### config.mk
export PLATFORM = sky130hd
export DESIGN_NAME = rptg_ramp
export DESIGN_NICKNAME = d
export VERILOG_FILES = /design/src/rptg_pkg.sv /design/src/rptg_ramp.sv
export SDC_FILE = /design/constraint.sdc
export NUM_CORES = 2
export LEC_CHECK = 0
export BUFFER_PORTS_ARGS = -buffer_cell sky130_fd_sc_hd__buf_2
export CAP_MARGIN = 10
export CORE_MARGIN = 2
export CORE_UTILIZATION = 50
export CTS_CLUSTER_SIZE = 24
export DETAILED_ROUTE_END_ITERATION = 10
export GPL_TIMING_DRIVEN = 0
export PLACE_DENSITY = 0.66
export SKIP_CTS_REPAIR_TIMING = 1
export SLEW_MARGIN = 15
export SYNTH_ARGS = -nofsm -noshare
export SYNTH_HDL_FRONTEND = slang
export SYNTH_SLANG_ARGS = --single-unit
### constraint.sdc
create_clock -name clk -period 108.7 [get_ports clk]
set_input_delay 16.305 -clock clk [delete_from_list [all_inputs] [get_ports clk]]
set_output_delay 16.305 -clock clk [all_outputs]
set_load 0.1 [all_outputs]
### src/rptg_pkg.sv
// Purpose: Shared constants and types for the ramped pulse-train generator.
// Assumes: 100 MHz system clock, registers reached over a plain strobe port.
// Notes:   Offsets are byte addresses of 32-bit words.
package rptg_pkg;

	// Clock and timing.
	localparam int CLK_PERIOD_NS = 10;
	localparam int CLK_HZ        = 100_000_000;
	localparam int NS_PER_MS     = 1_000_000;
	localparam int NS_PER_US     = 1_000;
	localparam int STEP_MS       = 10;
	localparam int STEP_CYCLES   = STEP_MS * NS_PER_MS / CLK_PERIOD_NS;
	localparam int SCAN_US       = 10;
	localparam int SCAN_CYCLES   = SCAN_US * NS_PER_US / CLK_PERIOD_NS;
	localparam int HALF_SUM      = CLK_HZ / 2;
	localparam int MS_PER_S      = 1000;

	// Setting limits.
	localparam logic [15:0] FREQ_MIN_M0 = 16'h0001;
	localparam logic [15:0] FREQ_MIN_M1 = 16'h0014;
	localparam logic [15:0] FREQ_MAX    = 16'h2710;
	localparam logic [16:0] M1_SCALE    = 17'h0000A;
	localparam logic [15:0] RAMP_MIN    = 16'h000A;
	localparam logic [15:0] RAMP_MAX    = 16'h2710;
	localparam logic [15:0] RAMP_UNIT   = 16'h000A;
	localparam logic [31:0] TARGET_MIN  = 32'h0000_0001;
	localparam logic [31:0] TARGET_MAX  = 32'h05F5_E100;

	// Error codes.
	localparam logic [15:0] ERR_NONE   = 16'h0000;
	localparam logic [15:0] ERR_START  = 16'h0002;
	localparam logic [15:0] ERR_TARGET = 16'h0003;
	localparam logic [15:0] ERR_STEADY = 16'h0004;
	localparam logic [15:0] ERR_RAMP   = 16'h0005;
	localparam logic [15:0] ERR_PULSES = 16'h0008;
	localparam logic [15:0] ERR_ORDER  = 16'h0009;

	// Register offsets.
	localparam logic [7:0] OFF_STEADY  = 8'h00;
	localparam logic [7:0] OFF_START   = 8'h04;
	localparam logic [7:0] OFF_RAMP    = 8'h08;
	localparam logic [7:0] OFF_DIR     = 8'h0C;
	localparam logic [7:0] OFF_TARGET  = 8'h10;
	localparam logic [7:0] OFF_EMITTED = 8'h14;
	localparam logic [7:0] OFF_ERROR   = 8'h18;
	localparam logic [7:0] OFF_CTRL    = 8'h1C;
	localparam logic [7:0] OFF_STATUS  = 8'h20;

	// Field positions.
	localparam int CTRL_MODE_BIT = 0;
	localparam int CTRL_DIR_LSB  = 1;
	localparam int ST_BUSY_BIT   = 0;
	localparam int ST_DONE_BIT   = 1;
	localparam int ST_RAMP_BIT   = 2;
	localparam int ST_PERR_BIT   = 3;

	// Defaults loaded by the initialization input.
	localparam logic [15:0] DEF_STEADY = 16'h03E8;
	localparam logic [15:0] DEF_START  = 16'h0064;
	localparam logic [15:0] DEF_RAMP   = 16'h03E8;
	localparam logic [31:0] DEF_TARGET = 32'h0000_2710;

	typedef enum logic [1:0] {DIR_NONE, DIR_LEVEL, DIR_SPLIT} rptg_dir_e;

	typedef struct packed {
		logic [15:0] steady;
		logic [15:0] start;
		logic [15:0] ramp;
		logic [31:0] target;
		logic        opMode;
		rptg_dir_e   dirMode;
	} rptg_cfg_s;

endpackage

### src/rptg_ramp.sv
// Purpose: One ramped pulse-train channel with register port and status bits.
// Assumes: All inputs synchronous to clk; one channel per instance.
// Notes:   Summary of operation follows.
`timescale 1ns/1ps
module rptg_ramp #(
	parameter bit IS_SECOND   = 1'b0,
	parameter int STEP_CYCLES = rptg_pkg::STEP_CYCLES,
	parameter int SCAN_CYCLES = rptg_pkg::SCAN_CYCLES,
	parameter int CLK_HZ      = rptg_pkg::CLK_HZ
) (
	input  wire logic        clk,
	input  wire logic        arst_n,
	input  wire logic [7:0]  regAddr,
	input  wire logic [31:0] regWdata,
	input  wire logic        regWr,
	input  wire logic        regRd,
	output logic      [31:0] regRdata,
	input  wire logic        execIn,
	input  wire logic        initDefaultsInput,
	input  wire logic        dirIn,
	output logic             pulsePortA,
	output logic             pulsePortB,
	output logic             dirPortC,
	output logic             completionOutput,
	output logic             busyBit,
	output logic             doneBit,
	output logic             rampingBit,
	output logic             programErrorFlag
);

	typedef enum {ST_IDLE, ST_ACCEL, ST_STEADY, ST_DECEL, ST_DONE} rptg_state_e;

	// Accumulator modulus: one wrap per half pulse period at the clock rate.
	localparam int HALF_SUM = CLK_HZ / 2;

	rptg_state_e         state_q;
	rptg_pkg::rptg_cfg_s cfg_q;
	rptg_pkg::rptg_cfg_s lat_q;
	logic        execPrev_q, execRise, dirStatus_q, latDir_q;
	logic [15:0] errCode_q, errCode_d;
	logic [31:0] pulseCnt_q, emitted_q, accelCnt_q;
	logic [26:0] acc_q, accSum;
	logic        lvl_q, pulsing, wrap, pulseEvt, lastPulse;
	logic [31:0] stepCnt_q, scanCnt_q;
	logic        stepTick, scanTick;
	logic [9:0]  k_q, nSteps;
	logic [16:0] fsHz, feHz, freqNow, latFs, latFe;
	logic [39:0] rampPulses, targetScaled;
	logic [26:0] rampProd;

	// Settings in hertz; mode 1 counts in 10 Hz units.
	function automatic logic [16:0] toHz(input logic [15:0] v, input logic mode);
		toHz = mode ? 17'(v * rptg_pkg::M1_SCALE) : {1'b0, v};
	endfunction

	// Frequency range per operation mode.
	function automatic logic freqOk(input logic [15:0] v, input logic mode);
		freqOk = (v >= (mode ? rptg_pkg::FREQ_MIN_M1 : rptg_pkg::FREQ_MIN_M0)) &&
			(v <= rptg_pkg::FREQ_MAX);
	endfunction

	assign execRise = execIn && !execPrev_q;
	assign fsHz     = toHz(cfg_q.start, cfg_q.opMode);
	assign feHz     = toHz(cfg_q.steady, cfg_q.opMode);
	assign latFs    = toHz(lat_q.start, lat_q.opMode);
	assign latFe    = toHz(lat_q.steady, lat_q.opMode);

	// Pulses used by both ramps versus the target, scaled to avoid division.
	assign rampPulses   = (40'(fsHz) + 40'(feHz)) *
		40'((cfg_q.ramp / rptg_pkg::RAMP_UNIT) * rptg_pkg::RAMP_UNIT);
	assign targetScaled = 40'(cfg_q.target) * 40'(rptg_pkg::MS_PER_S);

	// Settings check, lowest code first except order before pulse count.
	always_comb begin
		if (!freqOk(cfg_q.start, cfg_q.opMode)) begin
			errCode_d = rptg_pkg::ERR_START;
		end else if (cfg_q.target < rptg_pkg::TARGET_MIN || cfg_q.target > rptg_pkg::TARGET_MAX) begin
			errCode_d = rptg_pkg::ERR_TARGET;
		end else if (!freqOk(cfg_q.steady, cfg_q.opMode)) begin
			errCode_d = rptg_pkg::ERR_STEADY;
		end else if (cfg_q.ramp < rptg_pkg::RAMP_MIN || cfg_q.ramp > rptg_pkg::RAMP_MAX) begin
			errCode_d = rptg_pkg::ERR_RAMP;
		end else if (cfg_q.start >= cfg_q.steady) begin
			errCode_d = rptg_pkg::ERR_ORDER;
		end else if (rampPulses > targetScaled) begin
			errCode_d = rptg_pkg::ERR_PULSES;
		end else begin
			errCode_d = rptg_pkg::ERR_NONE;
		end
	end

	// Free-running scan timebase; step timebase held at zero in idle.
	always_ff @(posedge clk or negedge arst_n) begin
		if (!arst_n) begin
			scanCnt_q <= 32'h0000_0000;
			stepCnt_q <= 32'h0000_0000;
		end else begin
			scanCnt_q <= scanTick ? 32'h0000_0000 : scanCnt_q + 32'h0000_0001;
			stepCnt_q <= (stepTick || state_q == ST_IDLE) ? 32'h0000_0000 : stepCnt_q + 32'h0000_0001;
		end
	end
	assign scanTick = scanCnt_q == 32'(SCAN_CYCLES - 1);
	assign stepTick = stepCnt_q == 32'(STEP_CYCLES - 1);

	// Setting words: software writes, defaults reload, read-only mirrors.
	always_ff @(posedge clk or negedge arst_n) begin
		if (!arst_n) begin
			cfg_q <= '{rptg_pkg::DEF_STEADY, rptg_pkg::DEF_START, rptg_pkg::DEF_RAMP,
				rptg_pkg::DEF_TARGET, 1'b0, rptg_pkg::DIR_NONE};
		end else if (initDefaultsInput && !execIn && scanTick) begin
			cfg_q.steady <= rptg_pkg::DEF_STEADY;
			cfg_q.start  <= rptg_pkg::DEF_START;
			cfg_q.ramp   <= rptg_pkg::DEF_RAMP;
			cfg_q.target <= rptg_pkg::DEF_TARGET;
		end else if (regWr) begin
			unique case (regAddr)
				rptg_pkg::OFF_STEADY: cfg_q.steady <= regWdata[15:0];
				rptg_pkg::OFF_START:  cfg_q.start  <= regWdata[15:0];
				rptg_pkg::OFF_RAMP:   cfg_q.ramp   <= regWdata[15:0];
				rptg_pkg::OFF_TARGET: cfg_q.target <= regWdata;
				rptg_pkg::OFF_CTRL: begin
					cfg_q.opMode <= regWdata[rptg_pkg::CTRL_MODE_BIT];
					// The second channel has no split mode; it falls back to level mode.
					if (IS_SECOND && regWdata[rptg_pkg::CTRL_DIR_LSB +: 2] == 2'(rptg_pkg::DIR_SPLIT)) begin
						cfg_q.dirMode <= rptg_pkg::DIR_LEVEL;
					end else begin
						cfg_q.dirMode <= rptg_pkg::rptg_dir_e'(regWdata[rptg_pkg::CTRL_DIR_LSB +: 2]);
					end
				end
				default: ;
			endcase
		end
	end

	// Direction mirror and edge history.
	always_ff @(posedge clk or negedge arst_n) begin
		if (!arst_n) begin
			dirStatus_q <= 1'b0;
			execPrev_q  <= 1'b0;
		end else begin
			dirStatus_q <= dirIn;
			execPrev_q  <= execIn;
		end
	end

	// Latch settings and validate on execution rise.
	always_ff @(posedge clk or negedge arst_n) begin
		if (!arst_n) begin
			lat_q            <= '0;
			latDir_q         <= 1'b0;
			errCode_q        <= rptg_pkg::ERR_NONE;
			programErrorFlag <= 1'b0;
		end else begin
			if (execRise) begin
				lat_q     <= cfg_q;
				latDir_q  <= dirIn;
				errCode_q <= errCode_d;
			end
			// A new error wins over a same-cycle software clear.
			if (execRise && errCode_d != rptg_pkg::ERR_NONE) begin
				programErrorFlag <= 1'b1;
			end else if (regWr && regAddr == rptg_pkg::OFF_STATUS && regWdata[rptg_pkg::ST_PERR_BIT]) begin
				programErrorFlag <= 1'b0;
			end
		end
	end

	// Profile state machine.
	assign nSteps    = 10'(lat_q.ramp / rptg_pkg::RAMP_UNIT);
	assign lastPulse = pulseEvt && (pulseCnt_q + 32'h0000_0001 >= lat_q.target);
	always_ff @(posedge clk or negedge arst_n) begin
		if (!arst_n) begin
			state_q    <= ST_IDLE;
			k_q        <= 10'h000;
			accelCnt_q <= 32'h0000_0000;
		end else if (!execIn) begin
			state_q <= ST_IDLE;
		end else if (execRise) begin
			state_q <= (errCode_d == rptg_pkg::ERR_NONE) ? ST_ACCEL : ST_IDLE;
			k_q     <= 10'h000;
		end else if (lastPulse) begin
			state_q <= ST_DONE;
		end else begin
			unique case (state_q)
				ST_ACCEL: if (stepTick) begin
					k_q <= k_q + 10'h001;
					if (k_q + 10'h001 >= nSteps) begin
						state_q    <= ST_STEADY;
						accelCnt_q <= pulseCnt_q;
					end
				end
				ST_STEADY: if (lat_q.target - pulseCnt_q <= accelCnt_q) begin
					state_q <= ST_DECEL;
				end
				ST_DECEL: if (stepTick && k_q != 10'h000) begin
					k_q <= k_q - 10'h001;
				end
				ST_IDLE, ST_DONE: ;
			endcase
		end
	end

	// Present frequency from the step index.
	assign rampProd = 27'(latFe - latFs) * 27'(k_q);
	assign freqNow  = latFs + 17'(rampProd / 27'(nSteps));

	// Phase accumulator: half period per wrap, a pulse per falling half.
	assign pulsing  = execIn && (state_q == ST_ACCEL || state_q == ST_STEADY || state_q == ST_DECEL);
	assign accSum   = acc_q + 27'(freqNow);
	assign wrap     = accSum >= 27'(HALF_SUM);
	assign pulseEvt = pulsing && wrap && lvl_q;
	always_ff @(posedge clk or negedge arst_n) begin
		if (!arst_n) begin
			acc_q      <= 27'h0000000;
			lvl_q      <= 1'b0;
			pulseCnt_q <= 32'h0000_0000;
		end else begin
			if (!pulsing) begin
				acc_q <= 27'h0000000;
				lvl_q <= 1'b0;
			end else begin
				acc_q <= wrap ? accSum - 27'(HALF_SUM) : accSum;
				lvl_q <= lvl_q ^ wrap;
			end
			if (execRise) begin
				pulseCnt_q <= 32'h0000_0000;
			end else if (pulseEvt) begin
				pulseCnt_q <= pulseCnt_q + 32'h0000_0001;
			end
		end
	end

	// Emitted count word follows the counter once per scan.
	always_ff @(posedge clk or negedge arst_n) begin
		if (!arst_n) begin
			emitted_q <= 32'h0000_0000;
		end else if (scanTick) begin
			emitted_q <= pulseCnt_q;
		end
	end

	// Port routing and status bits.
	always_ff @(posedge clk or negedge arst_n) begin
		if (!arst_n) begin
			pulsePortA       <= 1'b0;
			pulsePortB       <= 1'b0;
			dirPortC         <= 1'b0;
			busyBit          <= 1'b0;
			doneBit          <= 1'b0;
			rampingBit       <= 1'b0;
			completionOutput <= 1'b0;
		end else begin
			if (lat_q.dirMode == rptg_pkg::DIR_SPLIT && !IS_SECOND) begin
				pulsePortA <= pulsing && lvl_q && !latDir_q;
				pulsePortB <= pulsing && lvl_q && latDir_q;
			end else begin
				pulsePortA <= !IS_SECOND && pulsing && lvl_q;
				pulsePortB <= IS_SECOND && pulsing && lvl_q;
			end
			dirPortC   <= (lat_q.dirMode == rptg_pkg::DIR_LEVEL) && dirIn;
			busyBit    <= pulsing && !lastPulse;
			rampingBit <= pulsing && !lastPulse && (state_q == ST_ACCEL ||
				(state_q == ST_DECEL && k_q != 10'h000));
			if (execRise) begin
				doneBit <= 1'b0;
			end else if (lastPulse) begin
				doneBit <= 1'b1;
			end
			completionOutput <= execIn && (doneBit || lastPulse);
		end
	end

	// Register read port, data one cycle after the strobe.
	always_ff @(posedge clk or negedge arst_n) begin
		if (!arst_n) begin
			regRdata <= 32'h0000_0000;
		end else if (regRd) begin
			unique case (regAddr)
				rptg_pkg::OFF_STEADY:  regRdata <= {16'h0000, cfg_q.steady};
				rptg_pkg::OFF_START:   regRdata <= {16'h0000, cfg_q.start};
				rptg_pkg::OFF_RAMP:    regRdata <= {16'h0000, cfg_q.ramp};
				rptg_pkg::OFF_DIR:     regRdata <= {31'h0000_0000, dirStatus_q};
				rptg_pkg::OFF_TARGET:  regRdata <= cfg_q.target;
				rptg_pkg::OFF_EMITTED: regRdata <= emitted_q;
				rptg_pkg::OFF_ERROR:   regRdata <= {16'h0000, errCode_q};
				rptg_pkg::OFF_CTRL:    regRdata <= {29'h0000_0000, 2'(cfg_q.dirMode), cfg_q.opMode};
				rptg_pkg::OFF_STATUS:  regRdata <= {28'h0000_000, programErrorFlag, rampingBit,
					doneBit, busyBit};
				default:               regRdata <= 32'h0000_0000;
			endcase
		end else begin
			regRdata <= 32'h0000_0000;
		end
	end

	// Checks.
	chk_busy_done_excl: assert property (@(posedge clk) disable iff (!arst_n) busyBit |-> !doneBit)
		else $error("busy and done both set");
	chk_ramp_in_busy: assert property (@(posedge clk) disable iff (!arst_n) rampingBit |-> busyBit)
		else $error("ramping without busy");
	chk_exec_fall_stop: assert property (@(posedge clk) disable iff (!arst_n)
		$fell(execIn) |=> !busyBit && !pulsePortA && !pulsePortB)
		else $error("pulsing continued after execution fell");
	chk_complete_gate: assert property (@(posedge clk) disable iff (!arst_n)
		!execIn |=> !completionOutput)
		else $error("completion high without execution");
	chk_done_count: assert property (@(posedge clk) disable iff (!arst_n)
		$rose(doneBit) |-> pulseCnt_q == lat_q.target)
		else $error("done without reaching target");
	chk_start_error: assert property (@(posedge clk) disable iff (!arst_n)
		execRise && !freqOk(cfg_q.start, cfg_q.opMode) |=> errCode_q == rptg_pkg::ERR_START
		&& programErrorFlag)
		else $error("bad start frequency not flagged");
	chk_dir_readback: assert property (@(posedge clk) disable iff (!arst_n)
		regRd && regAddr == rptg_pkg::OFF_DIR |=> regRdata[0] == $past(dirIn, 2))
		else $error("direction word does not mirror input");
	chk_cfg_frozen: assert property (@(posedge clk) disable iff (!arst_n)
		execIn && !execRise |=> $stable(lat_q))
		else $error("latched settings changed during output");
	chk_init_ignored: assert property (@(posedge clk) disable iff (!arst_n)
		execIn && !regWr |=> $stable(cfg_q))
		else $error("settings reloaded while executing");
	chk_port_b_free: assert property (@(posedge clk) disable iff (!arst_n)
		!IS_SECOND && lat_q.dirMode != rptg_pkg::DIR_SPLIT |=> !pulsePortB)
		else $error("port B driven by first channel outside split mode");
	chk_level_dir: assert property (@(posedge clk) disable iff (!arst_n)
		lat_q.dirMode == rptg_pkg::DIR_LEVEL |=> dirPortC == $past(dirIn))
		else $error("port C does not follow direction in level mode");
	chk_dir_c_idle: assert property (@(posedge clk) disable iff (!arst_n)
		lat_q.dirMode != rptg_pkg::DIR_LEVEL |=> !dirPortC)
		else $error("port C driven outside level mode");
	chk_emitted_scan: assert property (@(posedge clk) disable iff (!arst_n)
		scanTick |=> emitted_q == $past(pulseCnt_q))
		else $error("emitted word not refreshed on scan tick");
	chk_err_on_rise: assert property (@(posedge clk) disable iff (!arst_n)
		execRise |=> errCode_q == $past(errCode_d))
		else $error("error word not written at execution rise");
	chk_restart_zero: assert property (@(posedge clk) disable iff (!arst_n)
		execRise |=> pulseCnt_q == 32'h0000_0000)
		else $error("pulse count not cleared at execution rise");
	chk_err_no_busy: assert property (@(posedge clk) disable iff (!arst_n)
		execRise && errCode_d != rptg_pkg::ERR_NONE |-> ##2 !busyBit)
		else $error("pulsing started with invalid settings");

	cov_done: cover property (@(posedge clk) disable iff (!arst_n) $rose(doneBit));
	cov_error: cover property (@(posedge clk) disable iff (!arst_n) $rose(programErrorFlag));
	cov_decel: cover property (@(posedge clk) disable iff (!arst_n) state_q == ST_DECEL);
	cov_abort: cover property (@(posedge clk) disable iff (!arst_n) busyBit && !execIn);
	cov_split: cover property (@(posedge clk) disable iff (!arst_n)
		pulsePortB && lat_q.dirMode == rptg_pkg::DIR_SPLIT);

endmodule

==> implementation parameters <==
Parameter                              Value

Run status
  Outcome    finished clean

Detailed routing
  First-iteration detailed-routing DRC count    4551
  Met3 Routed Length    13.8 mm
  Detailed-routed wire length on met2    approximately 90 mm
  M1 WL    87.5 mm
  Final wirelength    198 mm
  Number of vias in the routed layout    approximately 60000
  Detail Route Antenna Nets    0
  Routed via count divided by cell count    5.89
  Total iterations of the first detailed-routing run    7
  Per-cell routed wire length    19.7 um
  Highest Signal Layer    met5
  Drc violations    0

Floorplanning
  Core Area    133000 um2
  Number of placed I/O pins    87
  Horizontal die dimension    roughly 370 um
  Vertical extent of the die    370 um
  Die area    137000 um2
  Number of cell rows    134
  Starting utilization of the core area    50.3%

Critical path
  Delay of the slowest cell on the worst path    710 ps
  Required time at the endpoint of the critical path    109150 ps
  Arrival time of the worst setup path    101250 ps
  Startpoint class of the critical path    flip-flop
  Crit Path Max Fanout    10
  Crit end category    flip-flop
  Critical-path cell with the highest stage delay    sky130_fd_sc_hd__or4b_2
  FF-to-FF setup slack    7900 ps
  Most frequent cell on the critical path    sky130_fd_sc_hd__o21a_1
  Critical setup path kind    reg -> reg

STA
  Clock Skews    26.4 ps
  Slew at the pin closest to its max-slew limit    about 1200 ps
  Shortest period the worst path allows    100800 ps
  Share of the clock period used by the worst path after layout    92.7%
  Final TNS setup    0 ps
  Highest Clock Rate    9.92 MHz
  Final Setup Violations    0
  Hold violation total from the final report    0
  Final count of pins violating max slew    0
  Tightest slew margin relative to the limit    18.4%

Min path
  Worst min path class    reg -> reg

Synth
  Cell type with the largest total area after synthesis    sky130_fd_sc_hd__ha_1
  Per-instance average area after synthesis    8.32 um2
  Synth Warn #    0
  FF+latch count, synth    a little over 400
  Most common cell in the synthesized netlist    sky130_fd_sc_hd__inv_1
  Synth unique cells    between 100 and 150
  Cell area after synthesis    around 67000 um2
  Sequential-to-total area share from yosys stat    about 15%
  Leading cell types by count after synthesis    sky130_fd_sc_hd__inv_1 (902), sky130_fd_sc_hd__nand2_1 (880), sky130_fd_sc_hd__ha_1 (864)
  Predominant post-synthesis flop cell    sky130_fd_sc_hd__dfrtp_1
  Synthesized netlist cell count    8058
  Cells taking the most area after synthesis    sky130_fd_sc_hd__ha_1 (16%), sky130_fd_sc_hd__fa_1 (15%), sky130_fd_sc_hd__dfrtp_1 (15%)
  Async SR Flop Fraction    100%
  Synthesized netlist net count    9475
  EDFF count, synth    0
  Area fraction of the dominant cell type after synthesis    roughly 16%

Clocking
  TritonCTS clock tree    built
  Clock transition at path regs    60 ps
  Number of buffers inserted during clock tree synthesis    48
  Count of H-tree levels built during CTS    2
  Maximum count of clock buffers along a single path    3
  Clock Latency Late Sink    620 ps
  Clock Sinks    between 400 and 500
  Clock Root Buffer    sky130_fd_sc_hd__clkbuf_16

Placement
  Number of buffer cells added on primary ports    86
  Gp weighted congestion    ~0.97
  Half-perimeter wire length after placement    between 150 and 200 mm

Finish
  Fillcell total    12567
  Share of cells above drive strength 1    7.45%
  Register area    10400 um2
  Layout overhead on the synthesized area    7.71%
  Utilization after layout    54.2%
  Nets@finish    a little under 10000
  Multi-input gate area in the final layout    52500 um2

GRT
  Overall track demand over capacity in global routing    between 20 and 30%
  Vias in the first global route    58669
  Pin count of the biggest net entering global routing    roughly 100
  GRT Residual Overflow    0
  First-pass GRT wire length    318 mm
  Number of antenna violations at the first check in global routing    18

Job
  Max_cap viols    0
==> cell type report <==
type | count | share of cell area [%]
Multi-Input combinational cell | 6474 | 72.8
Timing Repair Buffer | 112 | 1.15
Clock buffer | 63 | 1.87
Buffer | 254 | 1.46
Antenna cell | 10 | 0.0347
Clock inverter | 25 | 0.527
Sequential cell | 413 | 14.4
Inverter | 916 | 4.78
Tap cell | 1768 | 3.06
==> state kept, by name (all words and copies together), names as in the netlist, 3 cells and up <==
| name | count |
|---|---|
| pulseCnt_q | 32 |
| scanCnt_q | 32 |
| state_q | 3 |
| regRdata | 32 |
| errCode_q | 4 |
| accelCnt_q | 32 |
| stepCnt_q | 32 |
| acc_q | 27 |
| emitted_q | 32 |
| cfg_q | 83 |
| lat_q | 82 |
| k_q | 10 |
==> critical path, delay by kind of cell (launching register included) <==
kind | cells | cell delay, ps
flops | 1 | 430
fa+ha+maj | 39 | 13160
buf+inv | 50 | 9270
simple gates | 116 | 22170
mux | 5 | 1690
xor+xnor | 6 | 1860
compound gates | 257 | 51960
==> placed cells by master (no fill, tap or decap), types with 82 or more instances in the layout <==
cell	Yosys	final
sky130_fd_sc_hd__inv_1	902	902
sky130_fd_sc_hd__nand2_1	880	879
sky130_fd_sc_hd__ha_1	864	863
sky130_fd_sc_hd__fa_1	506	506
sky130_fd_sc_hd__a21oi_1	514	501
sky130_fd_sc_hd__nor2_1	484	477
sky130_fd_sc_hd__dfrtp_1	393	392
sky130_fd_sc_hd__o21ai_0	368	366
sky130_fd_sc_hd__xnor2_1	363	347
sky130_fd_sc_hd__nor3_1	233	232
sky130_fd_sc_hd__nand3_1	232	231
sky130_fd_sc_hd__clkbuf_1	221	205
sky130_fd_sc_hd__o21a_1	181	181
sky130_fd_sc_hd__and2_1	137	137
sky130_fd_sc_hd__xor2_1	136	134
sky130_fd_sc_hd__mux2_2	134	134
sky130_fd_sc_hd__o21bai_1	121	121
sky130_fd_sc_hd__a21o_1	111	111
sky130_fd_sc_hd__nor2b_1	112	109
sky130_fd_sc_hd__nand2b_1	107	107
sky130_fd_sc_hd__buf_2	19	105
sky130_fd_sc_hd__o31ai_1	83	82
==> metal layers <==
layer,vias to the layer above,global-route usage [%]
met4,10,8.76
met5,-,0
met3,369,4.41
li1,28183,-
met2,1911,46.8
met1,28584,39.4
==> through the flow <==
stage / setup slack (ps) / hold WS (ps) / std cells / area (um2)
6_report: 7900 / 473 / 10035 / 72200
5_1_grt: -122 / 487 / 10033 / 72200
4_1_cts: 1990 / 470 / 10017 / 71800
3_5_place_dp: 2440 / 457 / 9929 / 70100
3_3_place_gp: 4010 / 456 / 9912 / 69700
2_1_floorplan: 20430 / 421 / 8058 / 67000
==> path summary, 6_finish.rpt <==
| kind | start | endpoint | depth (start not counted) |
|---|---|---|---|
| hold / removal | lat_q[1]$_DFFE_PN0P_ | dirPortC$_DFF_PN0_ | 1 |
| hold reg to reg | lat_q[1]$_DFFE_PN0P_ | dirPortC$_DFF_PN0_ | 1 |
| setup reg to reg | lat_q[52]$_DFFE_PN0P_ | k_q[5]$_DFFE_PN0P_ | 473 |
| max in group asynchronous | arst_n | cfg_q[12]$_DFFE_PN1P_ | 3 |
| min in group asynchronous | arst_n | scanCnt_q[12]$_DFF_PN0_ | 1 |
| setup / recovery | lat_q[52]$_DFFE_PN0P_ | k_q[5]$_DFFE_PN0P_ | 473 |
==> cell families (layout without fill, tap and decap cells) <==
logic type,after synthesis,count (layout),synth area share [%]
other,0,10,0
DFF,413,413,15.5
and+or+nand+nor,2591,2591,18.9
muxes,171,171,2.84
buffers and inverters,1171,1370,6.68
adders and majority gates,1384,1384,31.5
xor gates and xnor gates,500,500,6.56
AOI/OAI and AO/OA,1828,1828,18.1
Power is not shown: default switching activity piles up to over one toggle a cycle in this logic, so the estimate is an artifact.
